**config.mk**
```make
export PLATFORM = sky130hd
export DESIGN_NAME = eeprom_autoload_sequencer
export DESIGN_NICKNAME = d
export VERILOG_FILES = /design/src/nvm_loader_pkg.sv /design/src/nvm_word_if.sv /design/src/eeprom_autoload_sequencer.sv /design/src/nvm_serial_engine.sv
export SDC_FILE = /design/constraint.sdc
export NUM_CORES = 1
export LEC_CHECK = 0
export ABC_AREA = 1
export BUFFER_PORTS_ARGS = -buffer_cell sky130_fd_sc_hd__buf_2
export CORE_ASPECT_RATIO = 0.5
export CORE_MARGIN = 3
export CORE_UTILIZATION = 43
export CTS_CLUSTER_DIAMETER = 200
export DETAILED_ROUTE_END_ITERATION = 10
export HOLD_SLACK_MARGIN = 0.03
export MAX_ROUTING_LAYER = met4
export SLEW_MARGIN = 20
export SYNTH_ARGS = -nofsm -noshare
export SYNTH_HDL_FRONTEND = slang
export SYNTH_SLANG_ARGS = --single-unit
```
**constraint.sdc**
```tcl
create_clock -name sys_clk -period 4.4 [get_ports sys_clk]
set_clock_uncertainty 0.15 [all_clocks]
set_input_delay 1.1 -clock sys_clk [delete_from_list [all_inputs] [get_ports sys_clk]]
set_output_delay 1.1 -clock sys_clk [all_outputs]
set_load 0.005 [all_outputs]
```
**src/nvm_loader_pkg.sv**
```systemverilog
// Constants shared by the serial memory loader and its bit engine
package nvm_loader_pkg;
   localparam int CLK_PERIOD_NS = 10;
   localparam int NVM_CLK_PERIOD_NS = 2500;
   localparam int QUARTER_CYCLES =
      (NVM_CLK_PERIOD_NS + 4 * CLK_PERIOD_NS - 1) / (4 * CLK_PERIOD_NS);
   localparam int WORD_ADDR_W = 7;
   localparam int WORD_W = 16;
   localparam int ADDR_W = 8;
   localparam logic [7:0] CTRL_WR = 8'ha0;
   localparam logic [7:0] CTRL_RD = 8'ha1;
   localparam logic [15:0] SIGNATURE = 16'h1516;
   localparam logic [7:0] EE_VENDOR = 8'h02;
   localparam logic [7:0] EE_DEVICE = 8'h04;
   localparam logic [7:0] EE_PORTCFG = 8'h06;
   localparam logic [7:0] EE_SUBVEN = 8'h08;
   localparam logic [7:0] EE_SUBSYS = 8'h0a;
   localparam logic [7:0] EE_CAPCFG = 8'h0c;
   localparam logic [7:0] EE_TXMARGIN = 8'h0e;
   localparam logic [7:0] EE_PHY0 = 8'h20;
   localparam logic [7:0] EE_PHY1 = 8'h22;
   localparam logic [7:0] EE_PHY2 = 8'h24;
   localparam logic [6:0] EE_LAST_WORD = 7'h12;
   localparam logic [7:0] REG_ID = 8'h00;
   localparam logic [7:0] REG_SUBSYS = 8'h04;
   localparam logic [7:0] REG_PORTCFG = 8'h08;
   localparam logic [7:0] REG_CAPCFG = 8'h0c;
   localparam logic [7:0] REG_TXMARGIN = 8'h10;
   localparam logic [7:0] REG_PHY0 = 8'h14;
   localparam logic [7:0] REG_PHY1 = 8'h18;
   localparam logic [7:0] REG_PHY2 = 8'h1c;
   localparam logic [7:0] REG_NVM_CTRL = 8'hd8;
   localparam logic [7:0] REG_STATUS = 8'hdc;
   localparam logic [7:0] REG_NVM_DATA = 8'he0;
   localparam logic [7:0] REG_IRQ_STAT = 8'he4;
   localparam logic [7:0] REG_IRQ_MASK = 8'he8;
   localparam int STAT_BUSY_BIT = 0;
   localparam int STAT_NACK_BIT = 1;
   localparam int STAT_AUTOLOAD_BIT = 3;
   localparam int CTRL_START_BIT = 0;
   localparam int CTRL_WRITE_BIT = 1;
   localparam int CTRL_ADDR_LSB = 8;
   localparam int IRQ_W = 3;
   localparam int IRQ_LOADED = 0;
   localparam int IRQ_ACCESS = 1;
   localparam int IRQ_NACK = 2;
   // Identity defaults are arbitrary
   localparam logic [15:0] DEF_VENDOR = 16'h0a5a;
   localparam logic [15:0] DEF_DEVICE = 16'h0b5b;
   localparam logic [15:0] DEF_ZERO = 16'h0000;
endpackage

```
**src/nvm_word_if.sv**
```systemverilog
// Word request carrier between the loader and the serial bit engine
`timescale 1ns/10ps
interface nvm_word_if;
   logic start;
   logic write;
   logic [6:0] wordAddr;
   logic [15:0] wdata;
   logic [15:0] rdata;
   logic done;
   logic nack;
   logic idle;
   modport master (output start, write, wordAddr, wdata, input rdata, done, nack, idle);
   modport engine (input start, write, wordAddr, wdata, output rdata, done, nack, idle);
endinterface
```
**src/eeprom_autoload_sequencer.sv**
```systemverilog
// Serial memory autoload sequencer with software word access over Wishbone
`timescale 1ns/10ps
module eeprom_autoload_sequencer #(
   parameter int QUARTER = nvm_loader_pkg::QUARTER_CYCLES
) (
   input wire logic sys_clk,                              // Core clock
   input wire logic reset_n,                              // Synchronous reset
   input wire logic upstream_reset_n,                     // Upstream reset pin
   input wire logic wb_cyc_i,                             // Bus cycle
   input wire logic wb_stb_i,                             // Bus strobe
   input wire logic wb_we_i,                              // Bus write
   input wire logic [nvm_loader_pkg::ADDR_W-1:0] wb_adr_i, // Byte address
   input wire logic [3:0] wb_sel_i,                       // Byte lanes
   input wire logic [31:0] wb_dat_i,                      // Write data
   output logic [31:0] wb_dat_o,                          // Read data
   output logic wb_ack_o,                                 // Bus acknowledge
   output wire logic nvm_serial_clock,                    // Memory clock
   input wire logic nvm_serial_data_in,                   // Memory data level
   output wire logic nvm_serial_data_out,                 // Memory data value
   output wire logic nvm_serial_data_oe,                  // Memory data enable
   output logic irq                                       // Interrupt level
);
   import nvm_loader_pkg::*;
   typedef enum logic [4:0] {
      S_HOLD = 5'b00001,
      S_SIG = 5'b00010,
      S_LOAD = 5'b00100,
      S_IDLE = 5'b01000,
      S_SW = 5'b10000
   } seq_t;

   nvm_word_if word ();

   seq_t state_r;
   logic upMeta_r, upSync_r;
   logic [15:0] vendorId_r, deviceId_r, subVendor_r, subsys_r;
   logic [15:0] portCfg_r, capCfg_r, txMargin_r;
   logic [15:0] phy_r [0:2];
   logic autoloadBusy_r;
   logic [6:0] wordIdx_r;
   logic start_r, reqWrite_r;
   logic [6:0] reqAddr_r;
   logic [15:0] reqData_r;
   logic ctrlWrite_r;
   logic [6:0] ctrlAddr_r;
   logic [15:0] dataOut_r, dataIn_r;
   logic swNack_r;
   logic [IRQ_W-1:0] irqStat_r, irqMask_r, irqEv;
   logic acc, wrAcc, swStart, loadWe, loadEnd;
   logic [7:0] loadOff;
   logic [31:0] rdMux, statWord;

   function automatic logic [31:0] laneMerge(input logic [31:0] old, input logic [31:0] nw,
                                             input logic [3:0] sel);
      logic [31:0] res;
      res = old;
      for (int i = 0; i < 4; i++)
         if (sel[i])
            res[i*8 +: 8] = nw[i*8 +: 8];
      laneMerge = res;
   endfunction

   nvm_serial_engine #(
      .QUARTER(QUARTER)
   ) u_engine (
      .sys_clk(sys_clk),
      .reset_n(reset_n),
      .bus(word.engine),
      .sclOut(nvm_serial_clock),
      .sdaIn(nvm_serial_data_in),
      .sdaOut(nvm_serial_data_out),
      .sdaOe(nvm_serial_data_oe)
   );

   assign word.start = start_r;
   assign word.write = reqWrite_r;
   assign word.wordAddr = reqAddr_r;
   assign word.wdata = reqData_r;

   // Upstream reset pin synchroniser
   always_ff @(posedge sys_clk)
   begin
      upMeta_r <= upstream_reset_n;
      upSync_r <= upMeta_r;
   end

   assign acc = wb_cyc_i && wb_stb_i && !wb_ack_o;
   assign wrAcc = acc && wb_we_i;
   assign swStart = wrAcc && wb_adr_i == REG_NVM_CTRL && wb_sel_i[0]
                    && wb_dat_i[CTRL_START_BIT];
   assign loadWe = state_r == S_LOAD && word.done;
   assign loadOff = {wordIdx_r, 1'b0};
   assign loadEnd = (state_r == S_LOAD && word.done && wordIdx_r == EE_LAST_WORD)
                    || (state_r == S_SIG && word.done
                        && (word.nack || word.rdata != SIGNATURE));

   // Autoload and software access sequencer
   always_ff @(posedge sys_clk)
   begin
      if (!reset_n)
      begin
         state_r <= S_HOLD;
         autoloadBusy_r <= 1'b1;
         wordIdx_r <= 7'h00;
         start_r <= 1'b0;
         reqWrite_r <= 1'b0;
         reqAddr_r <= 7'h00;
         reqData_r <= 16'h0000;
      end
      else if (!upSync_r)
      begin
         state_r <= S_HOLD;
         autoloadBusy_r <= 1'b1;
         start_r <= 1'b0;
      end
      else
      begin
         start_r <= 1'b0;
         case (state_r)
            S_HOLD:
               if (word.idle && !start_r)
               begin
                  state_r <= S_SIG;
                  reqWrite_r <= 1'b0;
                  reqAddr_r <= 7'h00;
                  start_r <= 1'b1;
               end
            S_SIG:
               if (word.done)
               begin
                  if (!word.nack && word.rdata == SIGNATURE)
                  begin
                     state_r <= S_LOAD;
                     wordIdx_r <= 7'h01;
                     reqAddr_r <= 7'h01;
                     start_r <= 1'b1;
                  end
                  else
                  begin
                     state_r <= S_IDLE;
                     autoloadBusy_r <= 1'b0;
                  end
               end
            S_LOAD:
               if (word.done)
               begin
                  if (wordIdx_r == EE_LAST_WORD)
                  begin
                     state_r <= S_IDLE;
                     autoloadBusy_r <= 1'b0;
                  end
                  else
                  begin
                     wordIdx_r <= wordIdx_r + 7'h01;
                     reqAddr_r <= wordIdx_r + 7'h01;
                     start_r <= 1'b1;
                  end
               end
            S_IDLE:
               if (swStart)
               begin
                  state_r <= S_SW;
                  reqWrite_r <= wb_dat_i[CTRL_WRITE_BIT];
                  reqAddr_r <= wb_sel_i[1] ? wb_dat_i[CTRL_ADDR_LSB +: 7] : ctrlAddr_r;
                  reqData_r <= dataOut_r;
                  start_r <= 1'b1;
               end
            S_SW:
               if (word.done)
                  state_r <= S_IDLE;
            default: state_r <= S_HOLD;
         endcase
      end
   end

   // Registers filled by the autoload; defaults return with upstream reset
   always_ff @(posedge sys_clk)
   begin
      if (!reset_n || !upSync_r)
      begin
         vendorId_r <= DEF_VENDOR;
         deviceId_r <= DEF_DEVICE;
         subVendor_r <= DEF_ZERO;
         subsys_r <= DEF_ZERO;
         portCfg_r <= DEF_ZERO;
         capCfg_r <= DEF_ZERO;
         txMargin_r <= DEF_ZERO;
         for (int i = 0; i < 3; i++)
            phy_r[i] <= DEF_ZERO;
      end
      else if (loadWe && !word.nack)
      begin
         case (loadOff)
            EE_VENDOR: vendorId_r <= word.rdata;
            EE_DEVICE: deviceId_r <= word.rdata;
            EE_PORTCFG: portCfg_r <= word.rdata;
            EE_SUBVEN: subVendor_r <= word.rdata;
            EE_SUBSYS: subsys_r <= word.rdata;
            EE_CAPCFG: capCfg_r <= word.rdata;
            EE_TXMARGIN: txMargin_r <= word.rdata;
            EE_PHY0: phy_r[0] <= word.rdata;
            EE_PHY1: phy_r[1] <= word.rdata;
            EE_PHY2: phy_r[2] <= word.rdata;
            default: vendorId_r <= vendorId_r;
         endcase
      end
   end

   // Software access control and data registers
   always_ff @(posedge sys_clk)
   begin
      if (!reset_n)
      begin
         ctrlWrite_r <= 1'b0;
         ctrlAddr_r <= 7'h00;
         dataOut_r <= 16'h0000;
      end
      else if (wrAcc)
      begin
         if (wb_adr_i == REG_NVM_CTRL && wb_sel_i[0])
            ctrlWrite_r <= wb_dat_i[CTRL_WRITE_BIT];
         if (wb_adr_i == REG_NVM_CTRL && wb_sel_i[1])
            ctrlAddr_r <= wb_dat_i[CTRL_ADDR_LSB +: 7];
         if (wb_adr_i == REG_NVM_DATA)
            dataOut_r <= 16'(laneMerge({16'h0000, dataOut_r}, wb_dat_i, wb_sel_i));
      end
   end

   // Result of the last software access
   always_ff @(posedge sys_clk)
   begin
      if (!reset_n)
      begin
         dataIn_r <= 16'h0000;
         swNack_r <= 1'b0;
      end
      else if (state_r == S_SW && word.done)
      begin
         swNack_r <= word.nack;
         if (!reqWrite_r)
            dataIn_r <= word.rdata;
      end
   end

   always_comb
   begin
      irqEv = '0;
      irqEv[IRQ_LOADED] = loadEnd;
      irqEv[IRQ_ACCESS] = state_r == S_SW && word.done;
      irqEv[IRQ_NACK] = word.done && word.nack;
   end

   // Sticky events; a new event wins over a write-one clear
   always_ff @(posedge sys_clk)
   begin
      if (!reset_n)
         irqStat_r <= '0;
      else if (wrAcc && wb_adr_i == REG_IRQ_STAT && wb_sel_i[0])
         irqStat_r <= (irqStat_r & ~wb_dat_i[IRQ_W-1:0]) | irqEv;
      else
         irqStat_r <= irqStat_r | irqEv;
   end

   always_ff @(posedge sys_clk)
   begin
      if (!reset_n)
         irqMask_r <= '0;
      else if (wrAcc && wb_adr_i == REG_IRQ_MASK && wb_sel_i[0])
         irqMask_r <= wb_dat_i[IRQ_W-1:0];
   end

   always_ff @(posedge sys_clk)
   begin
      if (!reset_n)
         irq <= 1'b0;
      else
         irq <= |(irqStat_r & irqMask_r);
   end

   always_comb
   begin
      statWord = 32'h0000_0000;
      statWord[STAT_BUSY_BIT] = state_r == S_SW;
      statWord[STAT_NACK_BIT] = swNack_r;
      statWord[STAT_AUTOLOAD_BIT] = autoloadBusy_r;
   end

   always_comb
   begin
      case (wb_adr_i)
         REG_ID: rdMux = {deviceId_r, vendorId_r};
         REG_SUBSYS: rdMux = {subsys_r, subVendor_r};
         REG_PORTCFG: rdMux = {16'h0000, portCfg_r};
         REG_CAPCFG: rdMux = {16'h0000, capCfg_r};
         REG_TXMARGIN: rdMux = {16'h0000, txMargin_r};
         REG_PHY0: rdMux = {16'h0000, phy_r[0]};
         REG_PHY1: rdMux = {16'h0000, phy_r[1]};
         REG_PHY2: rdMux = {16'h0000, phy_r[2]};
         REG_NVM_CTRL: rdMux = {17'h00000, ctrlAddr_r, 6'h00, ctrlWrite_r, 1'b0};
         REG_STATUS: rdMux = statWord;
         REG_NVM_DATA: rdMux = {dataIn_r, dataOut_r};
         REG_IRQ_STAT: rdMux = {29'h00000000, irqStat_r};
         REG_IRQ_MASK: rdMux = {29'h00000000, irqMask_r};
         default: rdMux = 32'h0000_0000;
      endcase
   end

   // Bus slave answers every access one cycle after it is taken
   always_ff @(posedge sys_clk)
   begin
      if (!reset_n)
      begin
         wb_ack_o <= 1'b0;
         wb_dat_o <= 32'h0000_0000;
      end
      else
      begin
         wb_ack_o <= acc;
         if (acc && !wb_we_i)
            wb_dat_o <= rdMux;
      end
   end
endmodule

```
**src/nvm_serial_engine.sv**
```systemverilog
// Two-wire serial engine moving one 16-bit word to or from the memory
`timescale 1ns/10ps
module nvm_serial_engine #(
   parameter int QUARTER = nvm_loader_pkg::QUARTER_CYCLES
) (
   input wire logic sys_clk,        // Core clock
   input wire logic reset_n,        // Synchronous reset
   nvm_word_if.engine bus,          // Word requests
   output logic sclOut,             // Serial clock pin
   input wire logic sdaIn,          // Serial data pin level
   output logic sdaOut,             // Serial data drive value
   output logic sdaOe               // Serial data drive enable
);
   import nvm_loader_pkg::*;
   typedef enum logic [3:0] {
      E_IDLE = 4'b0001, E_START = 4'b0010, E_BITS = 4'b0100, E_STOP = 4'b1000
   } eng_t;
   eng_t state_r;
   logic [15:0] divCnt_r;
   logic tick;
   logic [1:0] ph_r;
   logic [3:0] bitIdx_r;
   logic [2:0] byteIdx_r;
   logic [7:0] shift_r;
   logic sdaMeta_r, sdaSync_r;
   logic [15:0] rx_r;
   logic nack_r, done_r;
   logic rxByte, lastByte;

   if (QUARTER < 2 || QUARTER > 65535) begin : g_chk
      $error("QUARTER out of range");
   end

   function automatic logic [7:0] txFor(input logic [2:0] idx);
      case (idx)
         3'h0: txFor = CTRL_WR;
         3'h1: txFor = {bus.wordAddr, 1'b0};
         3'h2: txFor = bus.write ? bus.wdata[7:0] : CTRL_RD;
         default: txFor = bus.wdata[15:8];
      endcase
   endfunction

   assign rxByte = !bus.write && byteIdx_r >= 3'h3;
   assign lastByte = bus.write ? byteIdx_r == 3'h3 : byteIdx_r == 3'h4;
   assign tick = divCnt_r == 16'(QUARTER - 1);
   assign bus.rdata = rx_r;
   assign bus.nack = nack_r;
   assign bus.done = done_r;
   assign bus.idle = state_r == E_IDLE;

   always_ff @(posedge sys_clk)
   begin
      sdaMeta_r <= sdaIn;
      sdaSync_r <= sdaMeta_r;
   end

   // Quarter-bit enable
   always_ff @(posedge sys_clk)
   begin
      if (!reset_n || state_r == E_IDLE || tick)
         divCnt_r <= 16'h0000;
      else
         divCnt_r <= divCnt_r + 16'h0001;
   end

   always_ff @(posedge sys_clk)
   begin
      if (!reset_n)
      begin
         state_r <= E_IDLE;
         sclOut <= 1'b1;
         sdaOut <= 1'b0;
         sdaOe <= 1'b0;
         ph_r <= 2'h0;
         bitIdx_r <= 4'h0;
         byteIdx_r <= 3'h0;
         shift_r <= 8'h00;
         rx_r <= 16'h0000;
         nack_r <= 1'b0;
         done_r <= 1'b0;
      end
      else
      begin
         done_r <= 1'b0;
         case (state_r)
            E_IDLE:
            begin
               sclOut <= 1'b1;
               sdaOe <= 1'b0;
               if (bus.start)
               begin
                  state_r <= E_START;
                  ph_r <= 2'h0;
                  byteIdx_r <= 3'h0;
                  nack_r <= 1'b0;
               end
            end
            E_START:
               if (tick)
               begin
                  ph_r <= ph_r + 2'h1;
                  case (ph_r)
                     2'h0:
                     begin
                        sdaOe <= 1'b0;
                        sclOut <= 1'b0;
                     end
                     2'h1: sclOut <= 1'b1;
                     2'h2: sdaOe <= 1'b1;
                     default:
                     begin
                        sclOut <= 1'b0;
                        state_r <= E_BITS;
                        bitIdx_r <= 4'h0;
                        shift_r <= txFor(byteIdx_r);
                     end
                  endcase
               end
            E_BITS:
               if (tick)
               begin
                  ph_r <= ph_r + 2'h1;
                  case (ph_r)
                     2'h0:
                     begin
                        sclOut <= 1'b0;
                        if (bitIdx_r < 4'h8)
                           sdaOe <= !rxByte && !shift_r[7];
                        else
                           sdaOe <= rxByte && byteIdx_r == 3'h3;
                     end
                     2'h1: sclOut <= 1'b1;
                     2'h2:
                        if (bitIdx_r < 4'h8)
                           shift_r <= {shift_r[6:0], sdaSync_r};
                        else if (!rxByte && sdaSync_r)
                           nack_r <= 1'b1;
                     default:
                     begin
                        sclOut <= 1'b0;
                        if (bitIdx_r != 4'h8)
                           bitIdx_r <= bitIdx_r + 4'h1;
                        else
                        begin
                           if (rxByte && byteIdx_r == 3'h3)
                              rx_r[7:0] <= shift_r;
                           if (rxByte && byteIdx_r == 3'h4)
                              rx_r[15:8] <= shift_r;
                           bitIdx_r <= 4'h0;
                           byteIdx_r <= byteIdx_r + 3'h1;
                           shift_r <= txFor(byteIdx_r + 3'h1);
                           if (nack_r || lastByte)
                              state_r <= E_STOP;
                           else if (!bus.write && byteIdx_r == 3'h1)
                              state_r <= E_START;
                        end
                     end
                  endcase
               end
            E_STOP:
               if (tick)
               begin
                  ph_r <= ph_r + 2'h1;
                  case (ph_r)
                     2'h0:
                     begin
                        sclOut <= 1'b0;
                        sdaOe <= 1'b1;
                     end
                     2'h1: sclOut <= 1'b1;
                     2'h2: sdaOe <= 1'b0;
                     default:
                     begin
                        state_r <= E_IDLE;
                        done_r <= 1'b1;
                     end
                  endcase
               end
            default: state_r <= E_IDLE;
         endcase
      end
   end
endmodule

```
=== Word-level counts from Yosys, hierarchy flattened ===
Memory sizes are Yosys's and may differ from the RTL's.
Index checks and enable logic that the tools add are counted.

* Register bits: 292
* Bits in latches: 0
* Memory bits (writable): 48
* ROM bits: 0
* Input bits: 51
* Output and inout bits: 37
* Word-level logic and storage cells: 331
* Memories: 1

{| class="wikitable"
|+ Memories
! memory !! words !! width !! read ports !! clocked after memory_dff !! wr ports !! RTL line !! RTL
|-
| phy_r || 3 || 16 || 3 || 0 || 3 || eeprom_autoload_sequencer.sv:38 || <nowiki>logic [15:0] phy_r [0:2];</nowiki>
|}

* Add/subtract/negate cells: 5
* $mul: 0
* Divide/modulo/power cells: 0
* $lt $le $gt $ge: 2
* Equal/unequal tests: 74
* Shifts and indexed selects: 0
* Multiplexer cells: 107
* Bitwise operators: 11
* Reduce and logical (&&, ||, !) cells: 90

{| class="wikitable"
|+ Operators with widths
! kind !! count
|-
| 32-bit one-hot mux with 13 select lines || 1
|-
| 4-bit 2-to-1 mux || 16
|-
| 7-bit 2-to-1 mux || 7
|-
| 16-bit 2-to-1 mux || 3
|-
| 8-bit 2-to-1 mux || 6
|-
| 8-bit one-hot mux with 3 select lines || 2
|-
| 8-bit equality test (second input constant) || 5
|-
| 1-bit 2-to-1 mux || 40
|-
| 8-bit by 5-bit equality test with 1-bit output (second input constant) || 4
|-
| 8-bit one-hot mux with 2 select lines || 2
|-
| 5-bit 2-to-1 mux || 6
|-
| 5-bit AND reduction || 6
|-
| 7-bit by 3-bit equality test with 1-bit output (second input constant) || 4
|-
| 1-bit logical AND || 28
|-
| 2-bit by 1-bit inequality test with 1-bit output (second input constant) || 14
|-
| 7-bit one-hot mux with 4 select lines || 1
|-
| 5-bit one-hot mux with 5 select lines || 1
|-
| 2-bit inequality test (second input constant) || 11
|-
| 2-bit AND reduction || 11
|-
| 7-bit by 5-bit equality test with 1-bit output (second input constant) || 3
|-
| 6-bit AND reduction || 3
|-
| 16-bit by 1-bit adder with 16-bit output (second input constant) || 1
|-
| 16-bit by 13-bit equality test with 1-bit output (second input constant) || 1
|-
| 16-bit by 6-bit equality test with 1-bit output (second input constant) || 1
|-
| other kinds (59) || 112
|}

=== Depth between registers and ports, before layout ===
* Depth after elaboration: 9
* Gate-level depth with buffers: 13
* Depth with buffers taken out: 12

=== Cells and area by module ===
Synthesis repeated with hierarchy kept, for this count alone.

* Cell total of the unflattened synthesis: 2,261
* Area, all modules: 16,246.8 µm²

{| class="wikitable"
|+ Modules (own cells, without submodules)
! module !! times used !! cells each !! area each (µm²) !! sequential area each (µm²)
|-
| eeprom_autoload_sequencer || 1 || 1,639 || 12,444.4 || 6,105.9
|-
| nvm_serial_engine || 1 || 622 || 3,802.4 || 1,181.1
|}

=== Least setup slack after synthesis ===
No wires, ideal clock.

* Path kind: input -> register
* Start: input reset_n
* End: memory phy_r[0][0], enable pin
* Setup time: 465 ps
* Arrival time: 2,552 ps
* Required time: 3,785 ps
* Slack: 1,233 ps
* Stages: 6
* Buffers on the path: 3
* Cells stage by stage: buf_2 -> nand2_1 -> inv_1 -> clkbuf_1 -> clkbuf_1 -> o21ai_0

{| class="wikitable"
|+ RTL lines
! what !! RTL line !! RTL
|-
| start, declared || eeprom_autoload_sequencer.sv:7 || <nowiki>input wire logic reset_n,</nowiki>
|-
| end, declared || eeprom_autoload_sequencer.sv:38 ||
|}

=== Worst setup path after layout ===
* Start: input wb_adr_i[0] (netlist bit)
* End: register dataOut_r[11]

* Cells in the longest elaborated chain, start to end: 2

{| class="wikitable"
|+ RTL lines
! what !! RTL line !! RTL
|-
| start, declared || eeprom_autoload_sequencer.sv:12 || <nowiki>input wire logic [nvm_loader_pkg::ADDR_W-1:0] wb_adr_i,</nowiki>
|-
| 8-bit equality test || eeprom_autoload_sequencer.sv:224 || <nowiki>if (wb_adr_i == REG_NVM_DATA)</nowiki>
|-
| 3-bit AND reduction (no source line) || n/a ||
|-
| end signal, assigned || eeprom_autoload_sequencer.sv:225 || <nowiki>dataOut_r <= 16'(laneMerge({16'h0000, dataOut_r}, wb_dat_i, wb_sel_i));</nowiki>
|-
| end, declared || eeprom_autoload_sequencer.sv:46 || <nowiki>logic [15:0] dataOut_r, dataIn_r;</nowiki>
|}

Every way passes these cells.
A chain may end at the register's enable or synchronous reset.

==> results.toml <==
[cells_and_area]
nets = 2194
synthToLayoutAreaGrowth_pct = 10.6
num_antenna_cells = 0
n_fill_cell = 3490
final_layout_size_suffix_gt1_frac = 0.0959
final_common_cell = "nand2_1"
fin_util = 0.492
seq_area_sq_um = 7290
mostFrequentLayoutCells = "nand2_1, dfxtp_1, nor2_1"
multi_input_area_sq_um = 6980

[worst_hold_path]
holdCritPathClass = "reg -> reg"

[cts]
ctsResizeCount = 0
worstSkewPairLatency_ns = 0.58
post_cts_buffers = 0
clock-root-buffer = "clkbuf_16"
numClockSinks = 340
hold_buffers = 0
clk_pin_slew_worst_paths_ns = 0.06
h-tree-depth = 1
max-clock-path-buffers = 3
numCtsBuffers = 31
cts_tree = "yes"

[route]
ant_nets = 0
vias = 14000
drt_iter0_markers = 1258
wire_per_inst_um = 18.7
firstDrtPassIters = 5
routed_via_density = 5.35
wl_mm = 49.0
drc = 0

[global_routing]
antenna_found_initial = 1
grt_max_degree = 57
grt_pass1_vias = 12700
grt_overflow_total = 0
grt_pass1_wl_mm = 75.5
track_usage = 0.259

[status]
status = "finished, final reports clean"

[critical_path]
critPathMaxStageDelay_ns = 0.48
critPathTopFamily = "simple AND/OR/NAND/NOR gates"
required_ns = 4.76
cpMaxStageDelayCell = "inv_2"
worstSetupStartpointType = "input port"
cp_max_fo = 21
critPathArrivalTime_ns = 3.43
path_buf_inv = 4
crit_type = "in -> reg"
cp_cell_sequence = "buf_2 > inv_1 > nand2_1 > nor2_2 > nand2_2 > inv_2 > nand2_1 > inv_1 > o21ai_0 > a21oi_1"
cp-end-kind = "flip-flop"

[place]
port_buffers = 68
place_congestion = 0.932
place_ws_ns = 0.802
dp_hpwl_mm = 33.5

[job]
maxCapViolations = 0

[yosys]
synth_nets = 2168
ys_types = 47
ys.flop_type = "dfxtp_1"
synth_edf_count = 48
netlist_instances = 2098
postSynth.asyncResetShare = 0
synth-seq-area-share = 0.466
avgSynthCellArea_sq_um = 7.45
ys_seq_elements = 340
ys_warn_count = 0
syn_area_sq_um = 15600

[timing]
clock.fmax_ghz = 0.325
worstMarginPinSlew_ns = 1.08
rsz0062_at_grt = "false"
hold_violations = 0
setup_slack_ns = 1.33
whs_ns = 0.182
min_period_ns = 3.07
timing.slew.headroom = 0.280
fin_tns_setup_ns = 0
slew_viol_final = 0
finalSetupViolCount = 0
fin_crit_sh = 0.699

[power_and_ir_drop]
powerDensity_nw_per_um2 = 397
p_total_mw = 6.87
vdd_drop_max_v = 0.000322
p_leak_nw = 6.73

[floorplanning]
die_w_um = 276
core_area_sq_um = 35100
ios = 88
die_h_um = 141
rows = 48
die_area_sq_um = 38800
initial_core_util = 0.445
Yosys cell counts (9+ instances only):
cell      count  share of area
a21oi_1     217          0.069
nor3_1       25         0.0080
nor2_1      251          0.060
o21a_1        9         0.0043
nand3b_1     11         0.0053
edfxtp_1     48          0.092
ha_1         19          0.015
buf_2        34          0.011
a21oi_2      11         0.0062
nand2_1     382          0.092
clkbuf_1     46          0.011
nand3_1     133          0.043
nor2_2       10         0.0040
dfxtp_1     292           0.37
o21ai_0     221          0.071
o21ai_1      25         0.0080
inv_1       234          0.056
o211ai_1     22          0.011
nand4_1      14         0.0056
registers in the layout, indices dropped and copies added, names as in the netlist, 8 cells and up:
name and cells:
reqData_r 16, u_engine.bus.rdata 16, deviceId_r 16, capCfg_r 16
portCfg_r 16, dataOut_r 16, subVendor_r 16, txMargin_r 16
wb_dat_o 32, vendorId_r 16, subsys_r 16, u_engine.divCnt_r 16
u_engine.shift_r 8, phy_r 48, dataIn_r 16
per-layer routing:
| layer | track usage | wire, um | vias up |
|---|---|---|---|
| met2 | 0.373 | 20400 | 476 |
| met3 | 0.0466 | 4530 | 76 |
| met5 | - | 0 | - |
| met1 | 0.377 | 22900 | 6507 |
| met4 | 0.0569 | 1150 | 0 |
| li1 | - | - | 6970 |
cell type report:
class                   count  share of cell area
well taps                 475              0.0344
repair buffers             86              0.0275
inverters                 244              0.0533
multi-input cells        1421               0.404
clock inverters            10             0.00376
clock buffers              47              0.0560
flip-flops and latches    340               0.421
worst reg2reg max path: cells and delay by family (launching register included):
family	cells	cell delay, ns
adders and majority gates	1	0.36
buffers and inverters	2	0.55
AOI/OAI and AO/OA	3	0.41
DFF	1	0.39
and+or+nand+nor	4	1.00
kinds of logic (layout without fill, tap and decap cells):
group	Yosys count	count (layout)	synth area share
buf+inv	337	387	0.0887
xor+xnor	6	6	0.00336
compound gates	534	534	0.185
fa+ha+maj	19	19	0.0152
simple gates	861	861	0.241
flops	340	340	0.466
other cells	1	1	0.000240
per-stage QoR:
| stage | std cells | cell area (sq um) |
|---|---|---|
| detailed placement | 2566 | 16300 |
| global route | 2623 | 17300 |
| global placement | 2566 | 16300 |
| floorplan | 2098 | 15600 |
| finish | 2623 | 17300 |
| CTS | 2623 | 17300 |
power by group:
part / internal [mW] / switching (mW) / total [mW]
Clock: 1.52 / 1.22 / 2.74
Combinational: 0.266 / 0.579 / 0.845
Sequential: 3.23 / 0.0524 / 3.28
worst paths after layout:
kind / startpoint / end / slack, ns / cells past startpoint
worst max-delay path: wb_adr_i[0] / dataOut_r[11] / 1.33 / 10
worst min register to register: upMeta_r / upSync_r / 0.18 / 0
worst max register to register: u_engine.ph_r[0] / u_engine.shift_r[5] / 1.44 / 10
worst min-delay path: upMeta_r / upSync_r / 0.18 / 0
Note: power is estimated with default switching activity, not from simulation.
